File: config.mk
export PLATFORM = sky130hd
export DESIGN_NAME = ssfs_top
export DESIGN_NICKNAME = d
export VERILOG_FILES = /design/src/design/ssfs_pkg.sv /design/src/design/ssfs_fifo.sv /design/src/design/ssfs_brg.sv /design/src/design/ssfs_top.sv
export SDC_FILE = /design/constraint.sdc
export NUM_CORES = 1
export LEC_CHECK = 0
export BUFFER_PORTS_ARGS = -buffer_cell sky130_fd_sc_hd__buf_2
export CAP_MARGIN = 10
export CORE_MARGIN = 5
export CORE_UTILIZATION = 55
export DETAILED_ROUTE_END_ITERATION = 16
export PLACE_DENSITY = 0.72
export SETUP_SLACK_MARGIN = 0.3
export SYNTH_ARGS = -nofsm -noshare
export SYNTH_HDL_FRONTEND = slang
export SYNTH_SLANG_ARGS = --single-unit
File: constraint.sdc
create_clock -name clk_i -period 3.2 [get_ports clk_i]
set_input_delay 0.64 -clock clk_i [delete_from_list [all_inputs] [get_ports clk_i]]
set_output_delay 0.64 -clock clk_i [all_outputs]
set_load 0.01 [all_outputs]
File: src/design/ssfs_pkg.sv
// constants, field layout and types of the synchronous serial port
// How it works
// loop bit routes transmit back to receive
// receive fifo reset bit empties receive fifo
// status upper byte counts, lower byte flags
// parity error count at bits 15:12
// framing error count at bits 11:8
// error, break, framing, parity flags read zero
// transmit end low while sending, high after
// tx empty flag when count at or below trigger
// rx full flag when count reaches trigger
// data ready never set in synchronous mode
// overrun sticky, cleared by zero after read
// mode bit 7 selects synchronous operation
// synchronous characters always eight bits
// no parity generated or checked synchronously
// odd/even bit ignored without parity
// no stop bits, stop length ignored
// two-bit field picks generator clock, 00 undivided
// eight-bit rate register sets bit rate
// port data bit drives general output pin
// three-bit function field, 010 selects serial
// direction bit one output, zero input
// four-bit priority field for serial requests
// trigger code 00 means rx 1, tx 8
// tx interrupt enable gates empty, rx interrupt enable the rest
// request high only while flag and enable
package ssfs_pkg;
	localparam int ADDR_W = 4;
	localparam int FIFO_DEPTH = 16;
	localparam logic [3:0] A_MODE = 4'h0;
	localparam logic [3:0] A_BRR = 4'h1;
	localparam logic [3:0] A_CTRL = 4'h2;
	localparam logic [3:0] A_TXD = 4'h3;
	localparam logic [3:0] A_STAT = 4'h4;
	localparam logic [3:0] A_RXD = 4'h5;
	localparam logic [3:0] A_FCR = 4'h6;
	localparam logic [3:0] A_LSR = 4'h7;
	localparam logic [3:0] A_PDR = 4'h8;
	localparam logic [3:0] A_PFC = 4'h9;
	localparam logic [3:0] A_PIOR = 4'hA;
	localparam logic [3:0] A_IPR = 4'hB;
	localparam int MODE_SYNC = 7;
	localparam int MODE_PE = 5;
	localparam int MODE_CKS = 0;
	localparam int CTRL_TIE = 7;
	localparam int CTRL_RIE = 6;
	localparam int CTRL_TE = 5;
	localparam int CTRL_RE = 4;
	localparam int FCR_RTRG = 6;
	localparam int FCR_TTRG = 4;
	localparam int FCR_TFRST = 2;
	localparam int FCR_RX_FIFO_RESET = 1;
	localparam int FCR_LOOP = 0;
	localparam int ST_PER_CNT = 12;
	localparam int ST_FER_CNT = 8;
	localparam int ST_ER = 7;
	localparam int ST_TX_END_FLAG = 6;
	localparam int ST_TX_FIFO_EMPTY_FLAG = 5;
	localparam int ST_BRK = 4;
	localparam int ST_FER = 3;
	localparam int ST_PER = 2;
	localparam int ST_RDF = 1;
	localparam int ST_DR = 0;
	localparam int LSR_OVERRUN_FLAG = 0;
	localparam int PIN_RX = 4;
	localparam int PIN_TX = 5;
	localparam int PIN_SCK = 6;
	localparam logic [2:0] FN_SERIAL = 3'h2;
	localparam int IPR_LVL = 0;
	localparam logic [15:0] REG_RST = 16'h0000;
	localparam logic [7:0] BRR_RST = 8'hFF;
	// trigger numbers indexed by the two-bit select code
	localparam logic [4:0] RX_TRIG [4] = '{5'h01, 5'h04, 5'h08, 5'h0E};
	localparam logic [4:0] TX_TRIG [4] = '{5'h08, 5'h04, 5'h02, 5'h00};
	// interrupt requests and their priority level
	typedef struct packed {
		logic tx_empty;
		logic rx_full;
		logic rx_error;
		logic break_detect_flag;
		logic [3:0] level;
	} ssfs_irq_t;
	// all state of the top module
	typedef struct packed {
		logic [15:0] mode;
		logic [7:0] brr;
		logic [15:0] ctrl;
		logic [15:0] fcr;
		logic overrun_flag;
		logic overrun_flag_seen;
		logic [15:0] pdr;
		logic [15:0] pfc;
		logic [15:0] pior;
		logic [15:0] ipr;
		logic [15:0] rdata;
		logic busy;
		logic [2:0] bit_cnt;
		logic sck;
		logic txd;
		logic [7:0] tx_sh;
		logic [7:0] rx_sh;
		logic [15:0] pin_m;
		logic [15:0] pin_s;
	} ssfs_state_t;
endpackage : ssfs_pkg

File: src/design/ssfs_fifo.sv
// byte fifo in flip-flops with flush and fill count
module ssfs_fifo #(
	parameter int W = 8,
	parameter int DEPTH = 16
) (
	input wire logic clk_i, // core clock
	input wire logic rst_n_i, // async reset, low
	input wire logic flush_i, // empties the fifo
	input wire logic push_valid_i, // write request
	output logic push_ready_o, // room left
	input wire logic [W-1:0] push_data_i, // write data
	output logic pop_valid_o, // data present
	input wire logic pop_ready_i, // read request
	output logic [W-1:0] pop_data_o, // head entry
	output logic [$clog2(DEPTH):0] count_o // entries held
);
	localparam int AW = $clog2(DEPTH);
	typedef struct packed {
		logic [DEPTH-1:0][W-1:0] mem;
		logic [AW-1:0] wp;
		logic [AW-1:0] rp;
		logic [AW:0] cnt;
	} ssfs_fifo_st_t;
	ssfs_fifo_st_t q, d;
	logic do_push, do_pop;

	assign push_ready_o = (q.cnt != (AW+1)'(DEPTH));
	assign pop_valid_o = (q.cnt != '0);
	assign pop_data_o = q.mem[q.rp];
	assign count_o = q.cnt;
	assign do_push = push_valid_i && push_ready_o;
	assign do_pop = pop_ready_i && pop_valid_o;

	// flush wins over any push or pop in the same cycle
	always_comb begin
		d = q;
		if (do_push) begin
			d.mem[q.wp] = push_data_i;
			d.wp = q.wp + 1'b1;
		end
		if (do_pop) begin
			d.rp = q.rp + 1'b1;
		end
		d.cnt = q.cnt + (AW+1)'(do_push) - (AW+1)'(do_pop);
		if (flush_i) begin
			d.wp = '0;
			d.rp = '0;
			d.cnt = '0;
		end
	end

	always_ff @(posedge clk_i or negedge rst_n_i) begin
		if (!rst_n_i) begin
			q <= '0;
		end else begin
			q <= d;
		end
	end
endmodule : ssfs_fifo

File: src/design/ssfs_brg.sv
// bit-rate generator: prescaler then rate counter, one-cycle tick out
module ssfs_brg (
	input wire logic clk_i, // core clock
	input wire logic rst_n_i, // async reset, low
	input wire logic run_i, // counts only while a transfer runs
	input wire logic [1:0] cks_i, // prescale select
	input wire logic [7:0] brr_i, // rate value
	output logic tick_o // half-bit pulse
);
	typedef struct packed {
		logic [5:0] pre;
		logic [7:0] cnt;
	} ssfs_brg_st_t;
	ssfs_brg_st_t q, d;
	logic [5:0] pre_top;
	logic pre_en;

	// prescale 1, 4, 16 or 64; code 00 is the undivided clock
	assign pre_top = 6'((1 << (2 * cks_i)) - 1);
	assign pre_en = (q.pre == pre_top);
	assign tick_o = run_i && pre_en && (q.cnt == brr_i);

	// restart from zero when idle so the first half bit is full length
	always_comb begin
		d = q;
		if (!run_i) begin
			d = '0;
		end else begin
			d.pre = pre_en ? 6'h00 : q.pre + 6'h01;
			if (pre_en) begin
				d.cnt = (q.cnt == brr_i) ? 8'h00 : q.cnt + 8'h01;
			end
		end
	end

	always_ff @(posedge clk_i or negedge rst_n_i) begin
		if (!rst_n_i) begin
			q <= '0;
		end else begin
			q <= d;
		end
	end
endmodule : ssfs_brg

File: src/design/ssfs_top.sv
// synchronous serial port with fifos, status, port pins and requests
module ssfs_top (
	input wire logic clk_i, // 200 MHz core clock
	input wire logic rst_n_i, // async reset, low
	input wire logic [3:0] addr_i, // register address
	input wire logic [15:0] wdata_i, // write data
	input wire logic wr_i, // write strobe
	input wire logic rd_i, // read strobe
	output logic [15:0] rdata_o, // read data, next cycle
	input wire logic [15:0] pin_i, // port pin levels
	output logic [15:0] pin_o, // port pin drive values
	output logic [15:0] pin_oe_o, // port pin enables
	output ssfs_pkg::ssfs_irq_t irq_o // requests and level
);
	ssfs_pkg::ssfs_state_t q, d;

	logic tick;
	logic sync_mode;
	logic tx_en, rx_en;
	logic loop_en;
	logic rx_bit;
	logic start;
	logic done;
	logic [4:0] tx_cnt, rx_cnt;
	logic tx_valid, rx_push_ready;
	logic [7:0] tx_head, rx_head;
	logic rx_valid;
	logic rx_pop;
	logic tx_push;
	logic [4:0] rx_trig, tx_trig;
	logic tx_fifo_empty_flag, rx_fifo_full_flag, tx_end_flag;
	logic [3:0] per_cnt, fer_cnt;
	logic er_flag, brk_flag, fer_flag, per_flag;
	logic [15:0] status;
	logic [3:0] is_serial;
	logic wr_lsr_clear;

	// mode decode; async framing is not built, so the engine
	// only runs with the synchronous mode bit set
	assign sync_mode = q.mode[ssfs_pkg::MODE_SYNC];
	assign tx_en = sync_mode && q.ctrl[ssfs_pkg::CTRL_TE];
	assign rx_en = sync_mode && q.ctrl[ssfs_pkg::CTRL_RE];
	assign loop_en = q.fcr[ssfs_pkg::FCR_LOOP];

	// in loop-back the receiver hears the shifter's own output;
	// there are no handshake pins in this port to tie together
	assign rx_bit = loop_en ? q.txd : q.pin_s[ssfs_pkg::PIN_RX];

	// one byte moves per transfer: transmit data when present,
	// or a receive-only byte while the transmitter is off;
	// done is the rising tick that samples bit 7, so the pushed
	// byte already holds the last received bit
	assign start = !q.busy && ((tx_en && tx_valid) || (rx_en && !tx_en));
	assign done = q.busy && tick && !q.sck && (q.bit_cnt == 3'h7);

	ssfs_brg u_brg (
		.clk_i(clk_i),
		.rst_n_i(rst_n_i),
		.run_i(q.busy),
		.cks_i(q.mode[ssfs_pkg::MODE_CKS +: 2]),
		.brr_i(q.brr),
		.tick_o(tick)
	);

	assign tx_push = wr_i && (addr_i == ssfs_pkg::A_TXD);
	assign rx_pop = rd_i && (addr_i == ssfs_pkg::A_RXD);

	ssfs_fifo #(
		.W(8),
		.DEPTH(ssfs_pkg::FIFO_DEPTH)
	) u_tx_fifo (
		.clk_i(clk_i),
		.rst_n_i(rst_n_i),
		.flush_i(q.fcr[ssfs_pkg::FCR_TFRST]),
		.push_valid_i(tx_push),
		.push_ready_o(),
		.push_data_i(wdata_i[7:0]),
		.pop_valid_o(tx_valid),
		.pop_ready_i(start && tx_en),
		.pop_data_o(tx_head),
		.count_o(tx_cnt)
	);

	// a set reset bit holds the receive fifo empty
	ssfs_fifo #(
		.W(8),
		.DEPTH(ssfs_pkg::FIFO_DEPTH)
	) u_rx_fifo (
		.clk_i(clk_i),
		.rst_n_i(rst_n_i),
		.flush_i(q.fcr[ssfs_pkg::FCR_RX_FIFO_RESET]),
		.push_valid_i(done && rx_en),
		.push_ready_o(rx_push_ready),
		.push_data_i({rx_bit, q.rx_sh[7:1]}),
		.pop_valid_o(rx_valid),
		.pop_ready_i(rx_pop),
		.pop_data_o(rx_head),
		.count_o(rx_cnt)
	);

	// trigger numbers from the fifo control select codes
	assign rx_trig = ssfs_pkg::RX_TRIG[q.fcr[ssfs_pkg::FCR_RTRG +: 2]];
	assign tx_trig = ssfs_pkg::TX_TRIG[q.fcr[ssfs_pkg::FCR_TTRG +: 2]];

	// live level flags, recomputed from fifo fill every cycle
	assign tx_fifo_empty_flag = (tx_cnt <= tx_trig);
	assign rx_fifo_full_flag = (rx_cnt >= rx_trig);
	assign tx_end_flag = !q.busy && !tx_valid;

	// no parity and no stop bit exist in synchronous frames, so
	// no parity, framing or break condition can arise; the parity
	// enable and odd/even bits are never looked at
	assign per_cnt = 4'h0;
	assign fer_cnt = 4'h0;
	assign per_flag = 1'b0;
	assign fer_flag = 1'b0;
	assign brk_flag = 1'b0;
	assign er_flag = per_flag || fer_flag;

	// upper byte error counts, lower byte state flags
	always_comb begin
		status = ssfs_pkg::REG_RST;
		status[ssfs_pkg::ST_PER_CNT +: 4] = per_cnt;
		status[ssfs_pkg::ST_FER_CNT +: 4] = fer_cnt;
		status[ssfs_pkg::ST_ER] = er_flag;
		status[ssfs_pkg::ST_TX_END_FLAG] = tx_end_flag;
		status[ssfs_pkg::ST_TX_FIFO_EMPTY_FLAG] = tx_fifo_empty_flag;
		status[ssfs_pkg::ST_BRK] = brk_flag;
		status[ssfs_pkg::ST_FER] = fer_flag;
		status[ssfs_pkg::ST_PER] = per_flag;
		status[ssfs_pkg::ST_RDF] = rx_fifo_full_flag;
		status[ssfs_pkg::ST_DR] = 1'b0;
	end

	// which of pins 4..7 are given to the serial port
	genvar gi;
	generate
		for (gi = 0; gi < 4; gi++) begin : g_fn
			assign is_serial[gi] = (q.pfc[gi*4 +: 3] == ssfs_pkg::FN_SERIAL);
		end
	endgenerate

	// a zero write clears overrun only once it was read as one
	assign wr_lsr_clear = wr_i && (addr_i == ssfs_pkg::A_LSR) &&
		!wdata_i[ssfs_pkg::LSR_OVERRUN_FLAG] && q.overrun_flag_seen;

	// next-state logic for registers, engine and pin sampling
	always_comb begin
		d = q;
		// pins come from outside: two stages before use
		d.pin_m = pin_i;
		d.pin_s = q.pin_m;

		// register writes
		if (wr_i) begin
			unique case (addr_i)
				ssfs_pkg::A_MODE: d.mode = wdata_i;
				ssfs_pkg::A_BRR: d.brr = wdata_i[7:0];
				ssfs_pkg::A_CTRL: d.ctrl = wdata_i;
				ssfs_pkg::A_FCR: d.fcr = wdata_i;
				ssfs_pkg::A_PDR: d.pdr = wdata_i;
				ssfs_pkg::A_PFC: d.pfc = wdata_i;
				ssfs_pkg::A_PIOR: d.pior = wdata_i;
				ssfs_pkg::A_IPR: d.ipr = wdata_i;
				default: d.mode = q.mode;
			endcase
		end

		// overrun: a one write does nothing; read-while-set arms the clear
		if (rd_i && (addr_i == ssfs_pkg::A_LSR) && q.overrun_flag) begin
			d.overrun_flag_seen = 1'b1;
		end
		if (wr_lsr_clear) begin
			d.overrun_flag = 1'b0;
			d.overrun_flag_seen = 1'b0;
		end
		// a new overrun in the clearing cycle wins
		if (done && rx_en && !rx_push_ready) begin
			d.overrun_flag = 1'b1;
		end

		// read data, held for exactly the cycle after the strobe
		d.rdata = ssfs_pkg::REG_RST;
		if (rd_i) begin
			unique case (addr_i)
				ssfs_pkg::A_MODE: d.rdata = q.mode;
				ssfs_pkg::A_BRR: d.rdata = {8'h00, q.brr};
				ssfs_pkg::A_CTRL: d.rdata = q.ctrl;
				ssfs_pkg::A_STAT: d.rdata = status;
				ssfs_pkg::A_RXD: d.rdata = {8'h00, rx_valid ? rx_head : 8'h00};
				ssfs_pkg::A_FCR: d.rdata = q.fcr;
				ssfs_pkg::A_LSR: d.rdata = {15'h0000, q.overrun_flag};
				ssfs_pkg::A_PDR: d.rdata = (q.pdr & q.pior) | (q.pin_s & ~q.pior);
				ssfs_pkg::A_PFC: d.rdata = q.pfc;
				ssfs_pkg::A_PIOR: d.rdata = q.pior;
				ssfs_pkg::A_IPR: d.rdata = q.ipr;
				default: d.rdata = ssfs_pkg::REG_RST;
			endcase
		end

		// shift engine: clock idles high, data changes on the falling
		// edge and is sampled on the rising edge, lsb first
		if (start) begin
			d.busy = 1'b1;
			d.bit_cnt = 3'h0;
			d.sck = 1'b1;
			d.tx_sh = tx_en ? tx_head : 8'hFF;
		end else if (q.busy && tick) begin
			if (q.sck) begin
				d.sck = 1'b0;
				d.txd = q.tx_sh[0];
			end else begin
				d.sck = 1'b1;
				d.rx_sh = {rx_bit, q.rx_sh[7:1]};
				d.tx_sh = {1'b1, q.tx_sh[7:1]};
				d.bit_cnt = q.bit_cnt + 3'h1;
				// eight bits then stop, with no parity or stop bit
				if (q.bit_cnt == 3'h7) begin
					d.busy = 1'b0;
				end
			end
		end
	end

	always_ff @(posedge clk_i or negedge rst_n_i) begin
		if (!rst_n_i) begin
			q <= '0;
			q.brr <= ssfs_pkg::BRR_RST;
			q.sck <= 1'b1;
			q.txd <= 1'b1;
		end else begin
			q <= d;
		end
	end

	assign rdata_o = q.rdata;

	// pin drive: serial functions on 4..6, port data elsewhere
	always_comb begin
		pin_o = q.pdr;
		pin_oe_o = q.pior;
		if (is_serial[ssfs_pkg::PIN_SCK - 4]) begin
			pin_o[ssfs_pkg::PIN_SCK] = q.sck;
		end
		if (is_serial[ssfs_pkg::PIN_TX - 4]) begin
			pin_o[ssfs_pkg::PIN_TX] = loop_en ? 1'b1 : q.txd;
		end
		if (is_serial[ssfs_pkg::PIN_RX - 4]) begin
			pin_oe_o[ssfs_pkg::PIN_RX] = 1'b0;
		end
	end

	// requests follow flag and enable with no latching of their own
	assign irq_o.tx_empty = q.ctrl[ssfs_pkg::CTRL_TIE] && tx_fifo_empty_flag;
	assign irq_o.rx_full = q.ctrl[ssfs_pkg::CTRL_RIE] && rx_fifo_full_flag;
	assign irq_o.rx_error = q.ctrl[ssfs_pkg::CTRL_RIE] && (er_flag || q.overrun_flag);
	assign irq_o.break_detect_flag = q.ctrl[ssfs_pkg::CTRL_RIE] && brk_flag;
	assign irq_o.level = q.ipr[ssfs_pkg::IPR_LVL +: 4];
endmodule : ssfs_top

==> impl_results.rst <==
.. list-table::
   :header-rows: 1

   * - Metric
     - Value
   * - Status
     - complete, no violations
   * - Switching part of the total power
     - a little over a quarter
   * - WS Path Type
     - reg2out
   * - Hold Violations, Final
     - 0
   * - Number of failing setup endpoints in the final timing report
     - 0
   * - Final routed DRC violation total
     - 0
   * - Gate power share
     - 15.9%
   * - Synth Net Count
     - between 1,500 and 2,000
   * - Initial DRC Count
     - about 1,100
   * - Normalized max-slew margin
     - 37.7%
   * - Worst Setup End Kind
     - primary output
   * - CTS tree
     - built
   * - Max Clk Rate
     - ~350 MHz
   * - Hold Slack
     - between 50 and 60 ps
   * - Maximum number of pins on one net before global-route repair
     - 85
   * - Maximum clock skew at final layout
     - around 15 ps
   * - Number of top-level pins
     - 96
   * - Clock period minus final worst setup slack
     - roughly 2800 ps
   * - Routed via count divided by cell count
     - around 6.0
   * - Highest-count cells in the layout ignoring fill and taps
     - sky130_fd_sc_hd__dfrtp_1, sky130_fd_sc_hd__mux2_2, sky130_fd_sc_hd__buf_2
   * - Global-route wire length before repair
     - just over 80,000 um
   * - Post-CTS clock slew at the launch and capture registers of the worst setup and hold paths
     - 60 ps
   * - Number of nets in the finished design
     - between 1,500 and 2,000
   * - Netlist cell types
     - just over 60
   * - Peak VDD IR
     - roughly 0.36 mV
   * - Summed negative setup slack over all endpoints
     - 0 ps
   * - Total net switching power
     - ~4.3 mW
   * - Post-synthesis instance area
     - ~23,000 um2
   * - Overall power
     - ~16 mW
   * - Syn Inst Count
     - roughly 1,600
   * - Vias
     - around 14,000
   * - Number of maximum-capacitance violations
     - 0
   * - Power Dens Cells
     - around 630 nW/um2
   * - CP required
     - approximately 2600 ps
   * - Lkg Pwr
     - 11.8 nW
   * - Nature of the critical path startpoint
     - flop
   * - Initial antenna violation count
     - 1
   * - Final Slew Violations
     - 0
   * - Post-synthesis to final-layout area growth
     - 12.7%
   * - Antenna Diode Count
     - 0
   * - Routability cong.
     - a little under 0.9
   * - Clk Tree Root Cell
     - sky130_fd_sc_hd__clkbuf_16
   * - Post-route worst setup slack
     - between 300 and 400 ps
   * - Hold WC Path Type
     - in2async
   * - Total Routing Usage GR
     - between 20% and 30%
   * - Layout Utilization
     - ~62%
   * - Most used flip-flop cell after synthesis
     - sky130_fd_sc_hd__dfrtp_1
   * - Via count of the first global-routing pass
     - 14,200
   * - Most common cell after layout, fill and taps aside
     - sky130_fd_sc_hd__dfrtp_1
   * - Share of the yosys chip area belonging to registers
     - a little over half
   * - Maximum buffer depth of the clock tree
     - 3
   * - Antenna viol nets, final
     - 0
   * - Number of buffers inserted by hold repair at cts
     - 0
   * - Maximum level of the CTS H-tree
     - 2
   * - Inserted Clock Buffers
     - 50
   * - Ratio of cells with drive above 1 in the final layout
     - between 40% and 50%
   * - Maximum net fanout on the critical path
     - 3
   * - Estimated wirelength of the detail-placed design
     - about 35,000 um
   * - Congestion Overflow GR
     - 0
   * - Number of flip-flops and latches in the synthesized netlist
     - 487
   * - Area enclosed by the die boundary
     - between 40,000 and 50,000 um2
   * - Data arrival at the endpoint of the critical path
     - 2200 ps
   * - Latest clock arrival within the worst-skew pair
     - around 600 ps
   * - CTS Sinks
     - a little under 500
   * - Post-synth EDFFs
     - 0
   * - Final clock period utilization by the worst path
     - roughly nine tenths
   * - Starting Density
     - 55.3%
   * - Mean post-synth cell area
     - 14.0 um2
   * - Detailed Route WL
     - about 51,000 um
   * - Count of buffers inserted at the top-level ports
     - 94
   * - Number of warnings reported in the yosys synthesis log
     - 0
   * - Height of the die
     - 212 um
   * - Final routed wire length divided by cell count
     - between 20 and 25 um
   * - Worst Tran Pin Value
     - 934 ps
   * - Clock group share of total power
     - 37.5%
   * - Initial DRT Pass Iterations
     - 5
   * - P_int
     - 11.6 mW
   * - Register-to-register setup slack
     - 410 ps
   * - Register share of total power
     - a little under half
   * - Async set-or-reset flop fraction in the synthesized netlist
     - between 90% and 100%
   * - Worst setup slack before clock tree synthesis
     - ~190 ps
   * - Cell Rows
     - between 70 and 80
   * - Setup repair after global routing missed its margin
     - yes
   * - Standard cell core area
     - around 40,000 um2
   * - Die boundary width
     - approximately 210 um
==> per-stage QoR <==
step	instance area, um2	instances
5_1_grt	25400	2246
2_1_floorplan	22500	1606
3_5_place_dp	23500	2148
6_report	25400	2246
4_1_cts	25300	2242
3_3_place_gp	23500	2148
==> cell usage after synthesis (all sizes together), types with 5 or more instances <==
cell | number | area, um2
nor3b | 7 | 52.6
o2111ai | 9 | 78.8
o22ai | 11 | 68.8
and3 | 9 | 56.3
dfrtp | 477 | 11900
clkbuf | 83 | 312
nor3 | 7 | 46.3
mux2i | 10 | 100
ha | 36 | 450
nand3 | 30 | 285
nor2 | 65 | 244
and2 | 9 | 56.3
nor2b | 15 | 93.8
a22oi | 27 | 203
o21ai | 23 | 115
a41oi | 10 | 87.6
a22o | 7 | 61.3
buf | 62 | 438
mux2 | 407 | 4580
nand4 | 10 | 87.6
mux4 | 72 | 1620
xor2 | 21 | 184
a21oi | 19 | 95.1
o211ai | 5 | 42.5
nand3b | 5 | 37.5
inv | 40 | 150
xnor2 | 10 | 87.6
a32oi | 6 | 52.6
nand2b | 6 | 37.5
a221o | 6 | 60.1
nor4 | 5 | 31.3
dfstp | 10 | 263
nand2 | 45 | 169
==> repair_timing <==
item	4_1_cts	5_1_grt
resized for setup	3	26
setup buffers	3	4
pin swaps	2	4
setup endpoints to repair	2	60
==> layout make-up <==
cell class,count,area [um2]
fill,3008,15300
tap,532,666
multi-input combinational,934,9580
clock inverter,19,270
inverter,40,150
clock buffer,72,1420
sequential,487,12200
timing repair buffer,162,1130
==> sequential cells by signal, summed over array words and instances, names as in the netlist <==
| signal | count |
|---|---|
| d | 16 |
| irq_o | 4 |
| loop_en | 1 |
| pin_o | 14 |
| pin_oe_o | 15 |
| q | 125 |
| rdata_o | 16 |
| u_brg.q | 14 |
| u_rx_fifo.count_o | 5 |
| u_rx_fifo.q | 136 |
| u_tx_fifo.count_o | 5 |
| u_tx_fifo.q | 136 |
==> power by group through the flow <==
stage               Clock (mW)  Sequential (mW)  Combinational (mW)
finish                    5.99             7.43                2.54
CTS                       6.11             7.40                2.40
floorplan                    0             7.24                1.77
global route              6.36             7.50                2.79
global placement             0             7.47                2.28
detailed placement           0             7.51                2.35
==> worst max-delay path: stages (launching register included) <==
cell and delay (ps):
sky130_fd_sc_hd__dfrtp_1 430, sky130_fd_sc_hd__buf_4 170, sky130_fd_sc_hd__nor2b_1 130, sky130_fd_sc_hd__ha_1 160, sky130_fd_sc_hd__nor2b_1 40, sky130_fd_sc_hd__o21ai_1 110, sky130_fd_sc_hd__nand2b_1 80, sky130_fd_sc_hd__a21oi_2 200
sky130_fd_sc_hd__and2_4 180, sky130_fd_sc_hd__buf_6 100
==> per-layer routing <==
| metal | share of wire (%) | vias up | track usage, % |
|---|---|---|---|
| met5 | 0.021 | - | 0 |
| met1 | 44 | 7157 | 32.6 |
| met4 | 2.3 | 2 | 6.33 |
| met2 | 48 | 366 | 37.6 |
| met3 | 5.4 | 90 | 4.23 |
| li1 | - | 5963 | - |
==> kinds of logic (layout without fill, tap and decap cells) <==
family	count (synthesis)	count (layout)	share of synthesized area, %
xor+xnor	31	31	1.20
compound gates	149	149	4.81
fa+ha+maj	38	38	2.18
mux	489	489	28.0
buf+inv	185	293	3.99
other cells	1	1	0.0166
simple gates	226	226	5.74
flops	487	487	54.1
==> final timing paths <==
| path | from | end | depth (start not counted) |
|---|---|---|---|
| max | q[140] | irq_o[7] | 9 |
| min | rst_n_i | pin_o[3] | 1 |
| max reg2reg | u_rx_fifo.count_o[2] | u_rx_fifo.count_o[4] | 13 |
| min reg2reg | d[14] | q[14] | 0 |
| max in group asynchronous | rst_n_i | u_rx_fifo.q[102] | 2 |
| min in group clk_i | pin_i[14] | d[14] | 1 |
(Power assumes the default switching activity.)
